[config.mk]
export PLATFORM = sky130hd
export DESIGN_NAME = besl_error_log
export DESIGN_NICKNAME = d
export VERILOG_FILES = /design/src/besl_pkg.sv /design/src/besl_addr_log.sv /design/src/besl_bus_slave.sv /design/src/besl_error_log.sv
export SDC_FILE = /design/constraint.sdc
export NUM_CORES = 1
export LEC_CHECK = 0
export BUFFER_PORTS_ARGS = -buffer_cell sky130_fd_sc_hd__buf_2
export CORE_MARGIN = 2
export CORE_UTILIZATION = 35
export DETAILED_ROUTE_END_ITERATION = 16
export PLACE_DENSITY = 0.61
export SETUP_SLACK_MARGIN = 0.3
export SLEW_MARGIN = 40
export SYNTH_ARGS = -nofsm -noshare
export SYNTH_HDL_FRONTEND = slang
export SYNTH_SLANG_ARGS = --single-unit
export TNS_END_PERCENT = 20
[constraint.sdc]
create_clock -name clk -period 4.6 [get_ports clk]
set_clock_uncertainty 0.1 [all_clocks]
set_input_delay 0.69 -clock clk [delete_from_list [all_inputs] [get_ports clk]]
set_output_delay 0.69 -clock clk [all_outputs]
set_load 0.1 [all_outputs]
[src/besl_pkg.sv]
package besl_pkg;

    ////////////////////////////////////////////////////////////////////////
    // Bus geometry
    localparam int          DATA_W        = 32;
    localparam int          ADDR_W        = 4;
    localparam int          BE_W          = DATA_W / 8;

    // Register byte offsets
    localparam logic [3:0]  OFF_DIAG      = 4'h0;
    localparam logic [3:0]  OFF_SYS_ADDR  = 4'h4;
    localparam logic [3:0]  OFF_PCI_ADDR  = 4'h8;
    localparam logic [3:0]  OFF_IRQ_MASK  = 4'hC;

    ////////////////////////////////////////////////////////////////////////
    // Diagnostic control and status field positions
    localparam int          FLAG_W        = 16;
    localparam int          BIT_MEM       = 15;
    localparam int          BIT_MAP       = 14;
    localparam int          BIT_UNCORR    = 13;
    localparam int          BIT_CORR      = 12;
    localparam int          BIT_NODEV     = 11;
    localparam int          BIT_TARGET_ABORT_FLAG      = 10;
    localparam int          BIT_IO_PARITY_ERROR_FLAG      = 9;
    localparam int          BIT_DPE       = 8;
    localparam int          BIT_LOST      = 6;
    localparam int          BIT_RETRY     = 5;
    localparam int          BIT_DISABLE_CORRECTABLE_ERROR_INTERRUPT      = 3;

    // Write-to-clear bits, and the flags that log into each address register
    localparam logic [15:0] FLAG_RWC_MASK = 16'hFF60;
    localparam logic [15:0] SYS_GROUP     = 16'hB000;
    localparam logic [15:0] PCI_GROUP     = 16'h4F20;
    localparam logic [15:0] CTRL_RW_MASK  = 16'h0008;
    localparam logic [15:0] DIAG_RESET    = 16'h0000;
    localparam logic [15:0] MASK_RESET    = 16'h0000;

    ////////////////////////////////////////////////////////////////////////
    // Address capture layout
    localparam int          SYS_ADR_W     = 34;
    localparam int          SYS_ADR_LSB   = 6;
    localparam int          SYS_FIELD_LSB = 4;
    localparam int          SYS_FIELD_W   = 28;
    localparam int          PCI_FIELD_W   = 32;
    localparam int          ACK_W         = 2;

    ////////////////////////////////////////////////////////////////////////
    // Bus slave states
    typedef enum logic [1:0]
    {
        BESL_ST_IDLE   = 2'h1,
        BESL_ST_ANSWER = 2'h2
    } besl_slave_st_t;

endpackage : besl_pkg

[src/besl_addr_log.sv]
`timescale 1ns/100ps
module besl_addr_log
#(
    parameter int W = 32
)
(
    input  wire logic         clk,
    input  wire logic         rst,
    input  wire logic         capture,
    input  wire logic [W-1:0] addrIn,
    input  wire logic         unlock,
    output      logic         locked,
    output      logic [W-1:0] addr
);
    import besl_pkg::*;

    logic         lock_ff;
    logic         nxt_lock;
    logic [W-1:0] addr_ff;
    logic [W-1:0] nxt_addr;

    initial
    begin
        if (W < 1)
            $error("besl_addr_log: W must be at least 1");
    end

    ////////////////////////////////////////////////////////////////////////
    always_comb
    begin
        nxt_lock = lock_ff;
        nxt_addr = addr_ff;
        if (capture && !lock_ff)
        begin
            nxt_lock = 1'b1;
            nxt_addr = addrIn;
        end
        else if (unlock)
        begin
            nxt_lock = 1'b0;
        end
    end

    always_ff @(posedge clk)
    begin
        if (rst)
        begin
            lock_ff <= 1'b0;
            addr_ff <= '0;
        end
        else
        begin
            lock_ff <= nxt_lock;
            addr_ff <= nxt_addr;
        end
    end

    assign locked = lock_ff;
    assign addr   = addr_ff;

endmodule : besl_addr_log

[src/besl_bus_slave.sv]
`timescale 1ns/100ps
module besl_bus_slave
(
    input  wire logic clk,
    input  wire logic rst,
    input  wire logic read,
    input  wire logic write,
    output      logic waitrequest,
    output      logic rdLoad,
    output      logic wrAccept
);
    import besl_pkg::*;

    besl_slave_st_t state_ff;
    besl_slave_st_t nxt_state;
    logic           waitReq_ff;
    logic           nxt_waitReq;

    ////////////////////////////////////////////////////////////////////////
    // One wait state, then the answer cycle
    always_comb
    begin
        nxt_state = state_ff;
        case (state_ff)
            BESL_ST_IDLE:
            begin
                if (read || write)
                    nxt_state = BESL_ST_ANSWER;
            end
            BESL_ST_ANSWER:
            begin
                nxt_state = BESL_ST_IDLE;
            end
            default:
            begin
                nxt_state = BESL_ST_IDLE;
            end
        endcase
        nxt_waitReq = (nxt_state != BESL_ST_ANSWER);
    end

    always_ff @(posedge clk)
    begin
        if (rst)
        begin
            state_ff   <= BESL_ST_IDLE;
            waitReq_ff <= 1'b1;
        end
        else
        begin
            state_ff   <= nxt_state;
            waitReq_ff <= nxt_waitReq;
        end
    end

    assign waitrequest = waitReq_ff;
    assign rdLoad      = read && (state_ff == BESL_ST_IDLE);
    assign wrAccept    = write && (state_ff == BESL_ST_ANSWER);

endmodule : besl_bus_slave

[src/besl_error_log.sv]
`timescale 1ns/100ps
module besl_error_log
    import besl_pkg::*;
#(
    parameter logic [1:0] ACK_ERROR_CODE = 2'h3
)
(
    input  wire logic                          clk,
    input  wire logic                          rst,
    // Avalon-MM slave
    input  wire logic [besl_pkg::ADDR_W-1:0]   address,
    input  wire logic                          read,
    input  wire logic                          write,
    input  wire logic [besl_pkg::BE_W-1:0]     byteenable,
    input  wire logic [besl_pkg::DATA_W-1:0]   writedata,
    output      logic [besl_pkg::DATA_W-1:0]   readdata,
    output      logic                          waitrequest,
    output      logic                          irq,
    // Memory controller answers
    input  wire logic                          memAckValid,
    input  wire logic [besl_pkg::ACK_W-1:0]    controllerAcknowledgeCode,
    input  wire logic [besl_pkg::SYS_ADR_W-1:0] systemBusAddress,
    input  wire logic                          uncorrReadErr,
    input  wire logic                          corrReadErr,
    // PCI side events
    input  wire logic [besl_pkg::PCI_FIELD_W-1:0] pciAddrData,
    input  wire logic                          mapLookupInvalid,
    input  wire logic                          noDeviceErr,
    input  wire logic                          targetAbortErr,
    input  wire logic                          ioParityErr,
    input  wire logic                          dmaParityErr,
    input  wire logic                          retryTimeoutErr
);
    import besl_pkg::*;

    logic [FLAG_W-1:0]      diag_ff;
    logic [FLAG_W-1:0]      nxt_diag;
    logic [FLAG_W-1:0]      mask_ff;
    logic [FLAG_W-1:0]      nxt_mask;
    logic [DATA_W-1:0]      readdata_ff;
    logic [DATA_W-1:0]      nxt_readdata;
    logic                   irq_ff;
    logic                   nxt_irq;

    logic                   rdLoad;
    logic                   wrAccept;
    logic [DATA_W-1:0]      beMask;
    logic [FLAG_W-1:0]      wrBits;
    logic [FLAG_W-1:0]      events;
    logic                   memErrEvt;
    logic                   corrEvt;
    logic                   sysEvt;
    logic                   pciEvt;
    logic                   sysLocked;
    logic                   pciLocked;
    logic                   sysUnlock;
    logic                   pciUnlock;
    logic [SYS_FIELD_W-1:0] sysAddr;
    logic [PCI_FIELD_W-1:0] pciAddr;
    logic [DATA_W-1:0]      sysWord;
    logic [SYS_FIELD_W-1:0] sysCapt;
    logic [FLAG_W-1:0]      wrLanes;
    logic                   wrDiag;
    logic                   wrMask;
    logic                   lostSys;
    logic                   lostPci;
    logic [DATA_W-1:0]      diagWord;
    logic [DATA_W-1:0]      maskWord;

    initial
    begin
        if (DATA_W != 32 || FLAG_W > DATA_W)
            $error("besl_error_log: register width unsupported");
        if (ADDR_W < 4)
            $error("besl_error_log: address too narrow for the map");
        if (SYS_FIELD_LSB + SYS_FIELD_W != DATA_W)
            $error("besl_error_log: system field must fill a word");
        if (SYS_ADR_LSB + SYS_FIELD_W != SYS_ADR_W)
            $error("besl_error_log: system address slice out of range");
        if (PCI_FIELD_W != DATA_W)
            $error("besl_error_log: PCI field must fill a word");
        if ($bits(ACK_ERROR_CODE) != ACK_W)
            $error("besl_error_log: acknowledge code width mismatch");
        if ((SYS_GROUP & PCI_GROUP) != '0)
            $error("besl_error_log: address lock groups overlap");
        if (((SYS_GROUP | PCI_GROUP) & ~FLAG_RWC_MASK) != '0)
            $error("besl_error_log: lock group holds a plain bit");
        if ((FLAG_RWC_MASK & CTRL_RW_MASK) != '0)
            $error("besl_error_log: control bit also write-to-clear");
        if (!CTRL_RW_MASK[BIT_DISABLE_CORRECTABLE_ERROR_INTERRUPT])
            $error("besl_error_log: disable bit not writable");
    end

    ////////////////////////////////////////////////////////////////////////
    // Register select, used by both read and write paths
    function automatic logic regHit
    (
        input logic [ADDR_W-1:0] a,
        input logic [ADDR_W-1:0] off
    );
        regHit = (a == off);
    endfunction : regHit

    // True when no flag of a lock group is left set
    function automatic logic groupClear
    (
        input logic [FLAG_W-1:0] flags,
        input logic [FLAG_W-1:0] group
    );
        groupClear = ((flags & group) == '0);
    endfunction : groupClear

    ////////////////////////////////////////////////////////////////////////
    // Bus handshake
    besl_bus_slave u_slave
    (
        .clk         (clk),
        .rst         (rst),
        .read        (read),
        .write       (write),
        .waitrequest (waitrequest),
        .rdLoad      (rdLoad),
        .wrAccept    (wrAccept)
    );

    ////////////////////////////////////////////////////////////////////////
    // Byte lanes of a write
    genvar gi;
    generate
        for (gi = 0; gi < BE_W; gi++)
        begin : g_be
            assign beMask[gi*8 +: 8] = {8{byteenable[gi]}};
        end
    endgenerate

    assign wrBits  = writedata[FLAG_W-1:0] & beMask[FLAG_W-1:0];
    assign wrLanes = beMask[FLAG_W-1:0];
    assign wrDiag  = wrAccept && regHit(address, OFF_DIAG);
    assign wrMask  = wrAccept && regHit(address, OFF_IRQ_MASK);

    ////////////////////////////////////////////////////////////////////////
    // Event qualification
    always_comb
    begin
        memErrEvt = memAckValid
                 && (controllerAcknowledgeCode == ACK_ERROR_CODE);
        corrEvt   = corrReadErr && !diag_ff[BIT_DISABLE_CORRECTABLE_ERROR_INTERRUPT];
        sysEvt    = memErrEvt || uncorrReadErr || corrEvt;
        pciEvt    = mapLookupInvalid || noDeviceErr || targetAbortErr
                 || ioParityErr || dmaParityErr || retryTimeoutErr;

        events             = '0;
        events[BIT_MEM]    = memErrEvt && !sysLocked;
        events[BIT_MAP]    = mapLookupInvalid;
        events[BIT_UNCORR] = uncorrReadErr;
        events[BIT_CORR]   = corrEvt;
        events[BIT_NODEV]  = noDeviceErr;
        events[BIT_TARGET_ABORT_FLAG]   = targetAbortErr;
        events[BIT_IO_PARITY_ERROR_FLAG]   = ioParityErr;
        events[BIT_DPE]    = dmaParityErr;
        events[BIT_RETRY]  = retryTimeoutErr;
        lostSys            = sysEvt && sysLocked;
        lostPci            = pciEvt && pciLocked;
        events[BIT_LOST]   = lostSys || lostPci;
    end

    ////////////////////////////////////////////////////////////////////////
    // Diagnostic control and status, interrupt mask
    always_comb
    begin
        nxt_diag = diag_ff;
        nxt_mask = mask_ff;
        if (wrDiag)
        begin
            nxt_diag = (diag_ff & ~(wrBits & FLAG_RWC_MASK));
            nxt_diag = (nxt_diag & ~(wrLanes & CTRL_RW_MASK))
                     | (wrBits & CTRL_RW_MASK);
        end
        else if (wrMask)
        begin
            nxt_mask = (mask_ff & ~(wrLanes & FLAG_RWC_MASK))
                     | (wrBits & FLAG_RWC_MASK);
        end
        // Set wins over a clear in the same cycle
        nxt_diag = nxt_diag | events;
    end

    always_ff @(posedge clk)
    begin
        if (rst)
        begin
            diag_ff <= DIAG_RESET;
            mask_ff <= MASK_RESET;
        end
        else
        begin
            diag_ff <= nxt_diag;
            mask_ff <= nxt_mask;
        end
    end

    ////////////////////////////////////////////////////////////////////////
    // Level interrupt, one cycle behind the flags
    always_comb
    begin
        nxt_irq = |(diag_ff & mask_ff);
    end

    always_ff @(posedge clk)
    begin
        if (rst)
            irq_ff <= 1'b0;
        else
            irq_ff <= nxt_irq;
    end

    ////////////////////////////////////////////////////////////////////////
    // Error address registers
    // A lock drops once its whole flag group is clear
    assign sysUnlock = groupClear(nxt_diag, SYS_GROUP);
    assign pciUnlock = groupClear(nxt_diag, PCI_GROUP);
    assign sysCapt   = systemBusAddress[SYS_ADR_LSB +: SYS_FIELD_W];

    // System address bits 33:6 into field 31:4; first capture held
    besl_addr_log #(.W(SYS_FIELD_W)) u_sys_log
    (
        .clk    (clk),
        .rst    (rst),
        .capture(sysEvt),
        .addrIn (sysCapt),
        .unlock (sysUnlock),
        .locked (sysLocked),
        .addr   (sysAddr)
    );

    // AD 31:0 captured on any PCI error; first capture held
    besl_addr_log #(.W(PCI_FIELD_W)) u_pci_log
    (
        .clk    (clk),
        .rst    (rst),
        .capture(pciEvt),
        .addrIn (pciAddrData),
        .unlock (pciUnlock),
        .locked (pciLocked),
        .addr   (pciAddr)
    );

    assign sysWord  = {sysAddr, {SYS_FIELD_LSB{1'b0}}};
    assign diagWord = {{(DATA_W-FLAG_W){1'b0}},
                       diag_ff & (FLAG_RWC_MASK | CTRL_RW_MASK)};
    assign maskWord = {{(DATA_W-FLAG_W){1'b0}}, mask_ff};

    ////////////////////////////////////////////////////////////////////////
    // Read data, latched in the wait cycle
    always_comb
    begin
        nxt_readdata = readdata_ff;
        if (rdLoad)
        begin
            if (regHit(address, OFF_DIAG))
                nxt_readdata = diagWord;
            else if (regHit(address, OFF_SYS_ADDR))
                nxt_readdata = sysWord;
            else if (regHit(address, OFF_PCI_ADDR))
                nxt_readdata = pciAddr;
            else if (regHit(address, OFF_IRQ_MASK))
                nxt_readdata = maskWord;
            // Unmapped offsets read as zero
            else
                nxt_readdata = '0;
        end
    end

    always_ff @(posedge clk)
    begin
        if (rst)
            readdata_ff <= '0;
        else
            readdata_ff <= nxt_readdata;
    end

    assign readdata = readdata_ff;
    assign irq      = irq_ff;

endmodule : besl_error_log

==> impl_metrics.json, run 1 <==
{
  "drt-wirelength-per-cell_um": 16.7,
  "die-area_mm2": 0.0150,
  "die_h_um": 123,
  "cts-root-buf": "clkbuf_16",
  "htree_levels": 4,
  "cts_tree": "done",
  "hold_depth": 2,
  "endpoint": "u_pci_log.locked",
  "syn_nets": 654,
  "netlist_instances": 533,
  "crit_path_start": "address[2]",
  "grt_remaining_overflow": 0,
  "cts-resized-gates": 0,
  "io_buffers": 125,
  "remaining_drc_errors": 0,
  "tightest_slew_ns": 0.739,
  "cap_violations": 0,
  "rows": 43,
  "grt_max_degree": 83,
  "status": "finished clean",
  "dp_hpwl_mm": 9.42,
  "yosys_warnings": 0,
  "clk_pin_slew_ns": 0.06,
  "reg2reg_depth": 4,
  "worst-endpoint-required_ns": 4.79,
  "antenna_found_initial": 1,
  "cpPeakStageDelay_ns": 0.72,
  "fin_area_mm2": 0.00632,
  "slew_viol_final": 0,
  "cts_hold_buf": 0,
  "antenna_left": 0,
  "rsz0062_at_grt": "no",
  "grtUsageTotal": 0.191,
  "viasPerCell": 5.16,
  "cp.arrival_ns": 2.61,
  "synth_ff_type": "dfxtp_1",
  "timing.final.crit_period_ns": 2.41,
  "initial_core_util": 0.356,
  "yosysSeqAreaShare": 0.484,
  "synth_area_mm2": 0.00492,
  "synth_area_leaders": "dfxtp_1 (48%), mux2i_1 (7.7%), nor2_1 (6.0%), nand2_1 (5.6%), a21oi_1 (4.7%)",
  "area_growth_pct": 28.4,
  "gp_congestion": 0.846,
  "fill_cells": 1338,
  "cts_buffer_depth": 2,
  "ys_seq_elements": 119,
  "routed_wl_mm": 14.0,
  "yosysUniqueCellTypes": 43,
  "vias": 4327,
  "max_freq_mhz": 414,
  "clock-sinks": 119,
  "dp_slack_ns": 1.73,
  "tns_ns": 0,
  "startpoint_type": "input port",
  "clock_latency_ns": 0.41,
  "grt_pass1_wl_mm": 21.7,
  "grt_pass1_vias": 4203,
  "synth_edf_count": 0,
  "end_kind": "flop",
  "p_per_area_mw_per_mm2": 478,
  "die_w_um": 123,
  "max-vdd-ir-drop_v": 0.000224,
  "p_leak_nw": 2.73,
  "cts_buffers": 17,
  "synth_top_area_frac": 0.484,
  "r2r-start": "u_slave.state_ff[0]",
  "postCtsSetupBuffers": 0,
  "fin_crit_sh": 0.525,
  "multi_input_area_mm2": 0.00234,
  "layout_setup_ws_ns": 2.19,
  "slowest_stage": "nor4_4",
  "async_reset_ff_frac": 0,
  "totalPowerFinal_w": 0.00302,
  "ff_latch_area_mm2": 0.00238,
  "crit_chain": "buf_2, nor4_4, buf_4, nand2_1, a2111oi_1, a31oi_1",
  "reg2reg_slack_ns": 2.63,
  "hold-worst-slack_ns": 0.356,
  "io_pins": 155,
  "finalSetupViolCount": 0,
  "avgSynthCellArea_um2": 9.23,
  "dpl-instance-area_mm2": 0.00568,
  "n_antenna_cell": 0,
  "cp_max_fo": 15,
  "slew_headroom": 0.504,
  "finalHoldViolations": 0,
  "crit_type": "in2reg",
  "min_path_type": "reg2reg",
  "initialDrtViolationCount": 270,
  "drt_first_pass_iters": 5,
  "nNetsFinal": 767,
  "layout-drive-gt1-share": 0.311,
  "core_area_mm2": 0.0138,
  "synth_top_cell_by_area": "dfxtp_1"
}
-- how the worst min path moves through the flow --
stage | start | endpoint | slack, ns
CTS | u_pci_log.addr[16] | u_pci_log.addr[16] | 0.36
global placement | readdata[0] | readdata[0] | 0.34
finish | u_pci_log.addr[2] | u_pci_log.addr[2] | 0.36
global route | u_pci_log.addr[20] | u_pci_log.addr[20] | 0.37
floorplan | u_pci_log.addr[13] | u_pci_log.addr[13] | 0.33
detailed placement | u_pci_log.addr[16] | u_pci_log.addr[16] | 0.35
-- critical path, delay by kind of cell --
kind | cells | cell delay (ns)
and+or+nand+nor | 2 | 0.83
AOI/OAI and AO/OA | 2 | 0.52
buffers and inverters | 2 | 0.56
-- cell usage in the layout (no fill, tap or decap), drive strengths merged, types with 2 or more instances in the layout --
cell type	n
clkinvlp	2
nor3	29
nor4	2
nor2b	2
nor2	79
nand2	74
and4	2
mux2	10
nand2b	2
clkbuf	19
clkinv	7
buf	135
inv	6
a21oi	46
a22o	12
and4b	2
dfxtp	119
nand3	17
a31oi	3
bufinv	4
mux2i	38
a221oi	31
o21ai	3
-- routing by layer --
layer  vias to the layer above  GRT usage  part of all wire  routed length, µm
li1                       2109          -                 -                  -
met1                      2058      0.247              0.46               6410
met2                       135      0.298              0.46               6500
met3                        23     0.0483             0.053                748
met4                         2     0.0884             0.023                325
met5                         -          0           0.00079                 11
-- stage by stage --
| stage | util | cells |
|---|---|---|
| final | 0.457 | 839 |
| after floorplan | - | 533 |
| after detailed placement | 0.411 | 807 |
| after global placement | 0.409 | 805 |
| after CTS | 0.456 | 839 |
| after global routing | 0.457 | 839 |
-- where the power goes --
| part | internal (W) | leakage, nW | switching [W] |
|---|---|---|---|
| Combinational | 0.000133 | 1.44 | 0.000342 |
| Sequential | 0.00110 | 0.980 | 0.0000449 |
| Clock | 0.000930 | 0.308 | 0.000469 |
| Total | 0.00216 | 2.73 | 0.000856 |
-- registers in the layout, indices dropped and copies added, names as in the netlist, named ones only --
signal               flops
u_slave.state_ff         2
u_pci_log.addr          32
u_sys_log.locked         1
irq                      1
u_sys_log.addr          28
u_slave.waitrequest      1
readdata                32
u_pci_log.locked         1
diag_ff                 10
-- logic make-up after synthesis --
family	after synthesis	synth area share
multiplexers	48	0.106
AO/OA/AOI/OAI	103	0.158
buffers and inverters	47	0.0475
flip-flops	119	0.484
AND/OR/NAND/NOR	216	0.205
-- layout make-up --
class / instances / share of cell area
multi-input combinational: 367 / 0.371
tap: 180 / 0.0356
sequential: 119 / 0.377
inverter: 6 / 0.00356
clock buffer: 19 / 0.0717
timing repair buffer: 135 / 0.113
clock inverter: 13 / 0.0281
-- Yosys cell counts (2+ instances only) --
library cell	number
a21oi_1	46
a221oi_1	20
a221oi_2	11
a22o_1	12
a31oi_1	3
and4_1	2
and4b_1	2
buf_2	7
buf_4	5
buf_6	4
clkbuf_1	24
dfxtp_1	119
inv_1	6
mux2_2	2
mux2_4	7
mux2i_1	38
nand2_1	74
nand2b_1	2
nand3_1	17
nor2_1	79
nor2b_1	2
nor3_1	19
nor3_2	10
o21ai_0	3
No activity file was read; power rests on OpenSTA's default activity.
==> run 2: changes to the inputs <==
==> constraint.sdc (replaced) <==
create_clock -name clk -period 2.46 [get_ports clk]
set_clock_uncertainty 0.1 [all_clocks]
set_input_delay 0.369 -clock clk [delete_from_list [all_inputs] [get_ports clk]]
set_output_delay 0.369 -clock clk [all_outputs]
set_load 0.1 [all_outputs]
==> impl_metrics.json, run 2 (synthesized netlist as in run 1, its figures left out) <==
{
  "routed_wl_mm": 13.9,
  "finish.utilization": 0.464,
  "die_w_um": 123,
  "status": "finished clean",
  "slew_viol_final": 0,
  "layout-drive-gt1-share": 0.312,
  "cp.arrival_ns": 2.01,
  "slew_headroom": 0.539,
  "cp.depth": 4,
  "grt_pass1_vias": 4279,
  "gp_congestion": 0.827,
  "multi_input_area_mm2": 0.00234,
  "p_per_area_mw_per_mm2": 908,
  "r2r-start": "u_slave.state_ff[0]",
  "initialDrtViolationCount": 209,
  "ff_latch_area_mm2": 0.00238,
  "fill_cells": 1359,
  "tns_ns": 0,
  "grt_pass1_wl_mm": 21.7,
  "startpoint_type": "flop",
  "initial_core_util": 0.356,
  "grtUsageTotal": 0.190,
  "antenna_found_initial": 0,
  "cts_buffers": 17,
  "crit_chain": "and4b_1, and4_1, mux2i_1, nor2_1",
  "reg2reg_depth": 4,
  "area_growth_pct": 30.5,
  "rows": 43,
  "final_common_cell": "buf_2",
  "max-vdd-ir-drop_v": 0.000501,
  "layout_common_cells": "buf_2 (124), dfxtp_1 (119), nor2_1 (79)",
  "worst-endpoint-required_ns": 2.62,
  "htree_levels": 4,
  "postCtsSetupBuffers": 0,
  "n_antenna_cell": 0,
  "p_leak_nw": 2.77,
  "cap_violations": 0,
  "min_path_type": "in2reg",
  "die-area_mm2": 0.0150,
  "max_freq_mhz": 540,
  "cts_buffer_depth": 2,
  "tightest_slew_ns": 0.692,
  "remaining_drc_errors": 0,
  "clk_pin_slew_ns": 0.06,
  "cts_tree": "done",
  "core_area_mm2": 0.0138,
  "cp_max_fo": 8,
  "dp_hpwl_mm": 9.74,
  "crit_type": "reg2reg",
  "rsz0062_at_grt": "no",
  "clock-sinks": 119,
  "drt-wirelength-per-cell_um": 16.4,
  "nNetsFinal": 774,
  "grt_max_degree": 65,
  "cts-resized-gates": 0,
  "slowest_stage": "and4_1",
  "finalSetupViolCount": 0,
  "cpPeakStageDelay_ns": 0.53,
  "reg2reg_slack_ns": 0.61,
  "viasPerCell": 5.12,
  "cp_num_buf_inv": 0,
  "io_pins": 155,
  "io_buffers": 125,
  "clock_latency_ns": 0.40,
  "vias": 4330,
  "crit_path_start": "u_slave.state_ff[0]",
  "timing.final.crit_period_ns": 1.85,
  "critical-path-top-delay-family": "simple AND/OR/NAND/NOR gates",
  "die_h_um": 123,
  "cts-root-buf": "clkbuf_16",
  "fin_crit_sh": 0.753,
  "drt_first_pass_iters": 4,
  "grt_remaining_overflow": 0,
  "finalHoldViolations": 0,
  "end_kind": "flop",
  "cts_hold_buf": 0,
  "antenna_left": 0
}
==> run 2: changes by cell type in the layout (fill, tap and decap cells not counted), sizes merged <==
cell and change:
bufinv +2, clkinv -5, clkbuf +1, clkinvlp +2, buf +7
==> run 2: final cells by class <==
cell class,instances,share of cell area
Sequential cell,119,0.371
Multi-Input combinational cell,367,0.364
Clock buffer,20,0.0696
Timing Repair Buffer,142,0.122
Tap cell,180,0.0351
Inverter,6,0.00351
Clock inverter,12,0.0349
==> run 2: stage by stage <==
stage                     area (µm²)  total power [W]  instances  setup WS [ns]  hold WS (ns)
after global routing            6420          0.00605        846          0.470        0.0983
after global placement          5750          0.00307        814          0.432         0.340
final                           6420          0.00583        846          0.608        0.0907
after floorplan                 4920          0.00283        533          0.927         0.332
after CTS                       6420          0.00589        846          0.605        0.0735
after detailed placement        5750          0.00309        814          0.415         0.343
==> run 2: worst min-delay path by stage <==
stage | start | endpoint | slack (ns) | cells after the start
finish | uncorrReadErr | diag_ff[13] | 0.09 | 3
global route | systemBusAddress[22] | u_sys_log.addr[16] | 0.1 | 3
CTS | uncorrReadErr | diag_ff[13] | 0.07 | 3
detailed placement | readdata[0] | readdata[0] | 0.34 | 2
global placement | readdata[1] | readdata[1] | 0.34 | 2
floorplan | u_pci_log.addr[13] | u_pci_log.addr[13] | 0.33 | 2
==> run 2: worst min-delay path, delay by kind of cell <==
kind	cells	cell delay (ns)
buf+inv	1	0.09
simple gates	1	0.07
compound gates	1	0.03
==> run 2: report_power, final <==
part / switching (W) / total [W] / internal [W]
clock network: 0.000866 / 0.00279 / 0.00193
logic: 0.000641 / 0.000900 / 0.000259
registers: 0.0000838 / 0.00214 / 0.00206
==> run 2: layer usage <==
layer	up-vias	share of wire	routed length, µm	track usage
li1	2132	-	-	-
met1	2049	0.47	6560	0.256
met2	133	0.45	6300	0.294
met3	16	0.059	822	0.0465
met4	0	0.014	191	0.0704
met5	-	0	0	0
==> run 3: changes to the inputs <==
--- a/config.mk
+++ b/config.mk
@@ -9,7 +9,7 @@
 export CORE_MARGIN = 2
 export CORE_UTILIZATION = 35
 export DETAILED_ROUTE_END_ITERATION = 16
-export PLACE_DENSITY = 0.61
+export PLACE_DENSITY = 0.64
 export SETUP_SLACK_MARGIN = 0.3
 export SLEW_MARGIN = 40
 export SYNTH_ARGS = -nofsm -noshare
==> constraint.sdc (replaced) <==
create_clock -name clk -period 1.69 [get_ports clk]
set_clock_uncertainty 0.1 [all_clocks]
set_input_delay 0.2535 -clock clk [delete_from_list [all_inputs] [get_ports clk]]
set_output_delay 0.2535 -clock clk [all_outputs]
set_load 0.1 [all_outputs]
==> impl_metrics.json, run 3 (synthesized netlist as in run 1, its figures left out) <==
{
  "clock-sinks": 119,
  "r2r-start": "diag_ff[8]",
  "layout_common_cells": "dfxtp_1 (115), buf_2 (99), nor2_1 (79)",
  "htree_levels": 4,
  "cts-root-buf": "clkbuf_16",
  "dpl-instance-area_mm2": 0.00596,
  "dp_slack_ns": -0.103,
  "cp.arrival_ns": 1.75,
  "remaining_drc_errors": 0,
  "crit_chain": "or4_4, a2111oi_4, a31oi_1",
  "end_kind": "flop",
  "rsz0062_at_grt": "yes",
  "cp.depth": 3,
  "reg2reg_slack_ns": 0.13,
  "grt_pass1_wl_mm": 23.8,
  "crit_path_start": "diag_ff[8]",
  "gp_congestion": 0.871,
  "routed_wl_mm": 15.5,
  "finalNonFillerCells": 930,
  "cpPeakStageDelay_ns": 0.55,
  "antenna_found_initial": 0,
  "cp_max_fo": 5,
  "finalSetupViolCount": 0,
  "cp_num_buf_inv": 0,
  "startpoint_type": "flop",
  "clk_pin_slew_ns": 0.06,
  "die-area_mm2": 0.0150,
  "die_h_um": 123,
  "slew_headroom": 0.624,
  "rows": 43,
  "layout-drive-gt1-share": 0.316,
  "n_antenna_cell": 0,
  "grtUsageTotal": 0.208,
  "fin_area_mm2": 0.00748,
  "r2r_end": "u_pci_log.locked",
  "place_inst": 827,
  "final_common_cell": "dfxtp_1",
  "p_leak_nw": 3.18,
  "tns_ns": 0,
  "fin_crit_sh": 0.926,
  "p_per_area_mw_per_mm2": 1100,
  "cap_violations": 0,
  "antenna_left": 0,
  "multi_input_area_mm2": 0.00238,
  "finalHoldViolations": 0,
  "dp_hpwl_mm": 10.0,
  "die_w_um": 123,
  "cts_buffer_depth": 2,
  "tightest_slew_ns": 0.562,
  "area_growth_pct": 52.0,
  "clock_latency_ns": 0.41,
  "grt_max_degree": 44,
  "initialDrtViolationCount": 202,
  "grt_remaining_overflow": 0,
  "timing.final.crit_period_ns": 1.56,
  "ff_latch_area_mm2": 0.00239,
  "slowest_stage": "or4_4",
  "initial_core_util": 0.356,
  "critical-path-top-delay-family": "simple AND/OR/NAND/NOR gates",
  "crit_type": "reg2reg",
  "max-vdd-ir-drop_v": 0.000758,
  "viasPerCell": 5.16,
  "reg2reg_depth": 3,
  "cts_buffers": 17,
  "status": "finished clean",
  "endpoint": "u_pci_log.locked",
  "io_buffers": 125,
  "max_freq_mhz": 639,
  "core_area_mm2": 0.0138,
  "layout_setup_ws_ns": 0.125,
  "finish.utilization": 0.541,
  "nNetsFinal": 858,
  "drt-wirelength-per-cell_um": 16.6,
  "slew_viol_final": 0,
  "vias": 4798,
  "worst-endpoint-required_ns": 1.87,
  "io_pins": 155,
  "min_path_type": "in2reg",
  "fill_cells": 1174,
  "drt_first_pass_iters": 6,
  "cts_tree": "done",
  "grt_pass1_vias": 4859
}
==> run 3: stage by stage <==
step | power [W] | hold WS, ns
global placement | 0.00451 | 0.340
finish | 0.00822 | 0.0119
global route | 0.00850 | 0.00692
floorplan | 0.00412 | 0.246
CTS | 0.00819 | 0.000162
detailed placement | 0.00455 | 0.346
==> run 3: worst min path at each step <==
| stage | endpoint | slack (ns) | cells past startpoint | start |
|---|---|---|---|---|
| 3_3_place_gp | readdata[0] | 0.34 | 2 | readdata[0] |
| 5_1_grt | flop | 0.007 | 3 | writedata[15] |
| 3_5_place_dp | u_pci_log.addr[31] | 0.35 | 2 | u_pci_log.addr[31] |
| 4_1_cts | u_pci_log.addr[4] | 0.0002 | 3 | pciAddrData[4] |
| 6_report | u_pci_log.addr[4] | 0.01 | 3 | pciAddrData[4] |
| 2_1_floorplan | u_slave.state_ff[0] | 0.25 | 1 | read |
==> run 3: layer usage <==
metal,part of all wire,global-route usage
met2,0.51,0.369
met4,0.016,0.0769
met1,0.43,0.237
met5,0,0
met3,0.051,0.0562
==> run 3: layout make-up <==
cell class                 instances  area share
clock buffer                      23      0.0626
clock inverter                     9      0.0134
inverter                           6     0.00301
multi-input combinational        367       0.318
sequential                       119       0.319
tap                              180      0.0301
timing repair buffer             226       0.254
==> run 3: worst reg2reg max path: stages (launching register included) <==
cell	delay, ns
dfxtp_2	0.35
or4_4	0.55
a2111oi_4	0.32
a31oi_1	0.12
==> run 3: repair_timing <==
action                     CTS  global route
cloned                       1             0
hold endpoints to repair    63             1
pin swaps                    2             3
buffers inserted             5             1
hold buffers                63             1
gates resized for setup     26            61
setup endpoints to repair   80           127
==> run 3: power by group <==
part,switching (W),total (W),internal (W)
Combinational,0.000992,0.00162,0.000624
Sequential,0.000140,0.00314,0.00300
Clock,0.00123,0.00347,0.00223
Total,0.00237,0.00822,0.00585
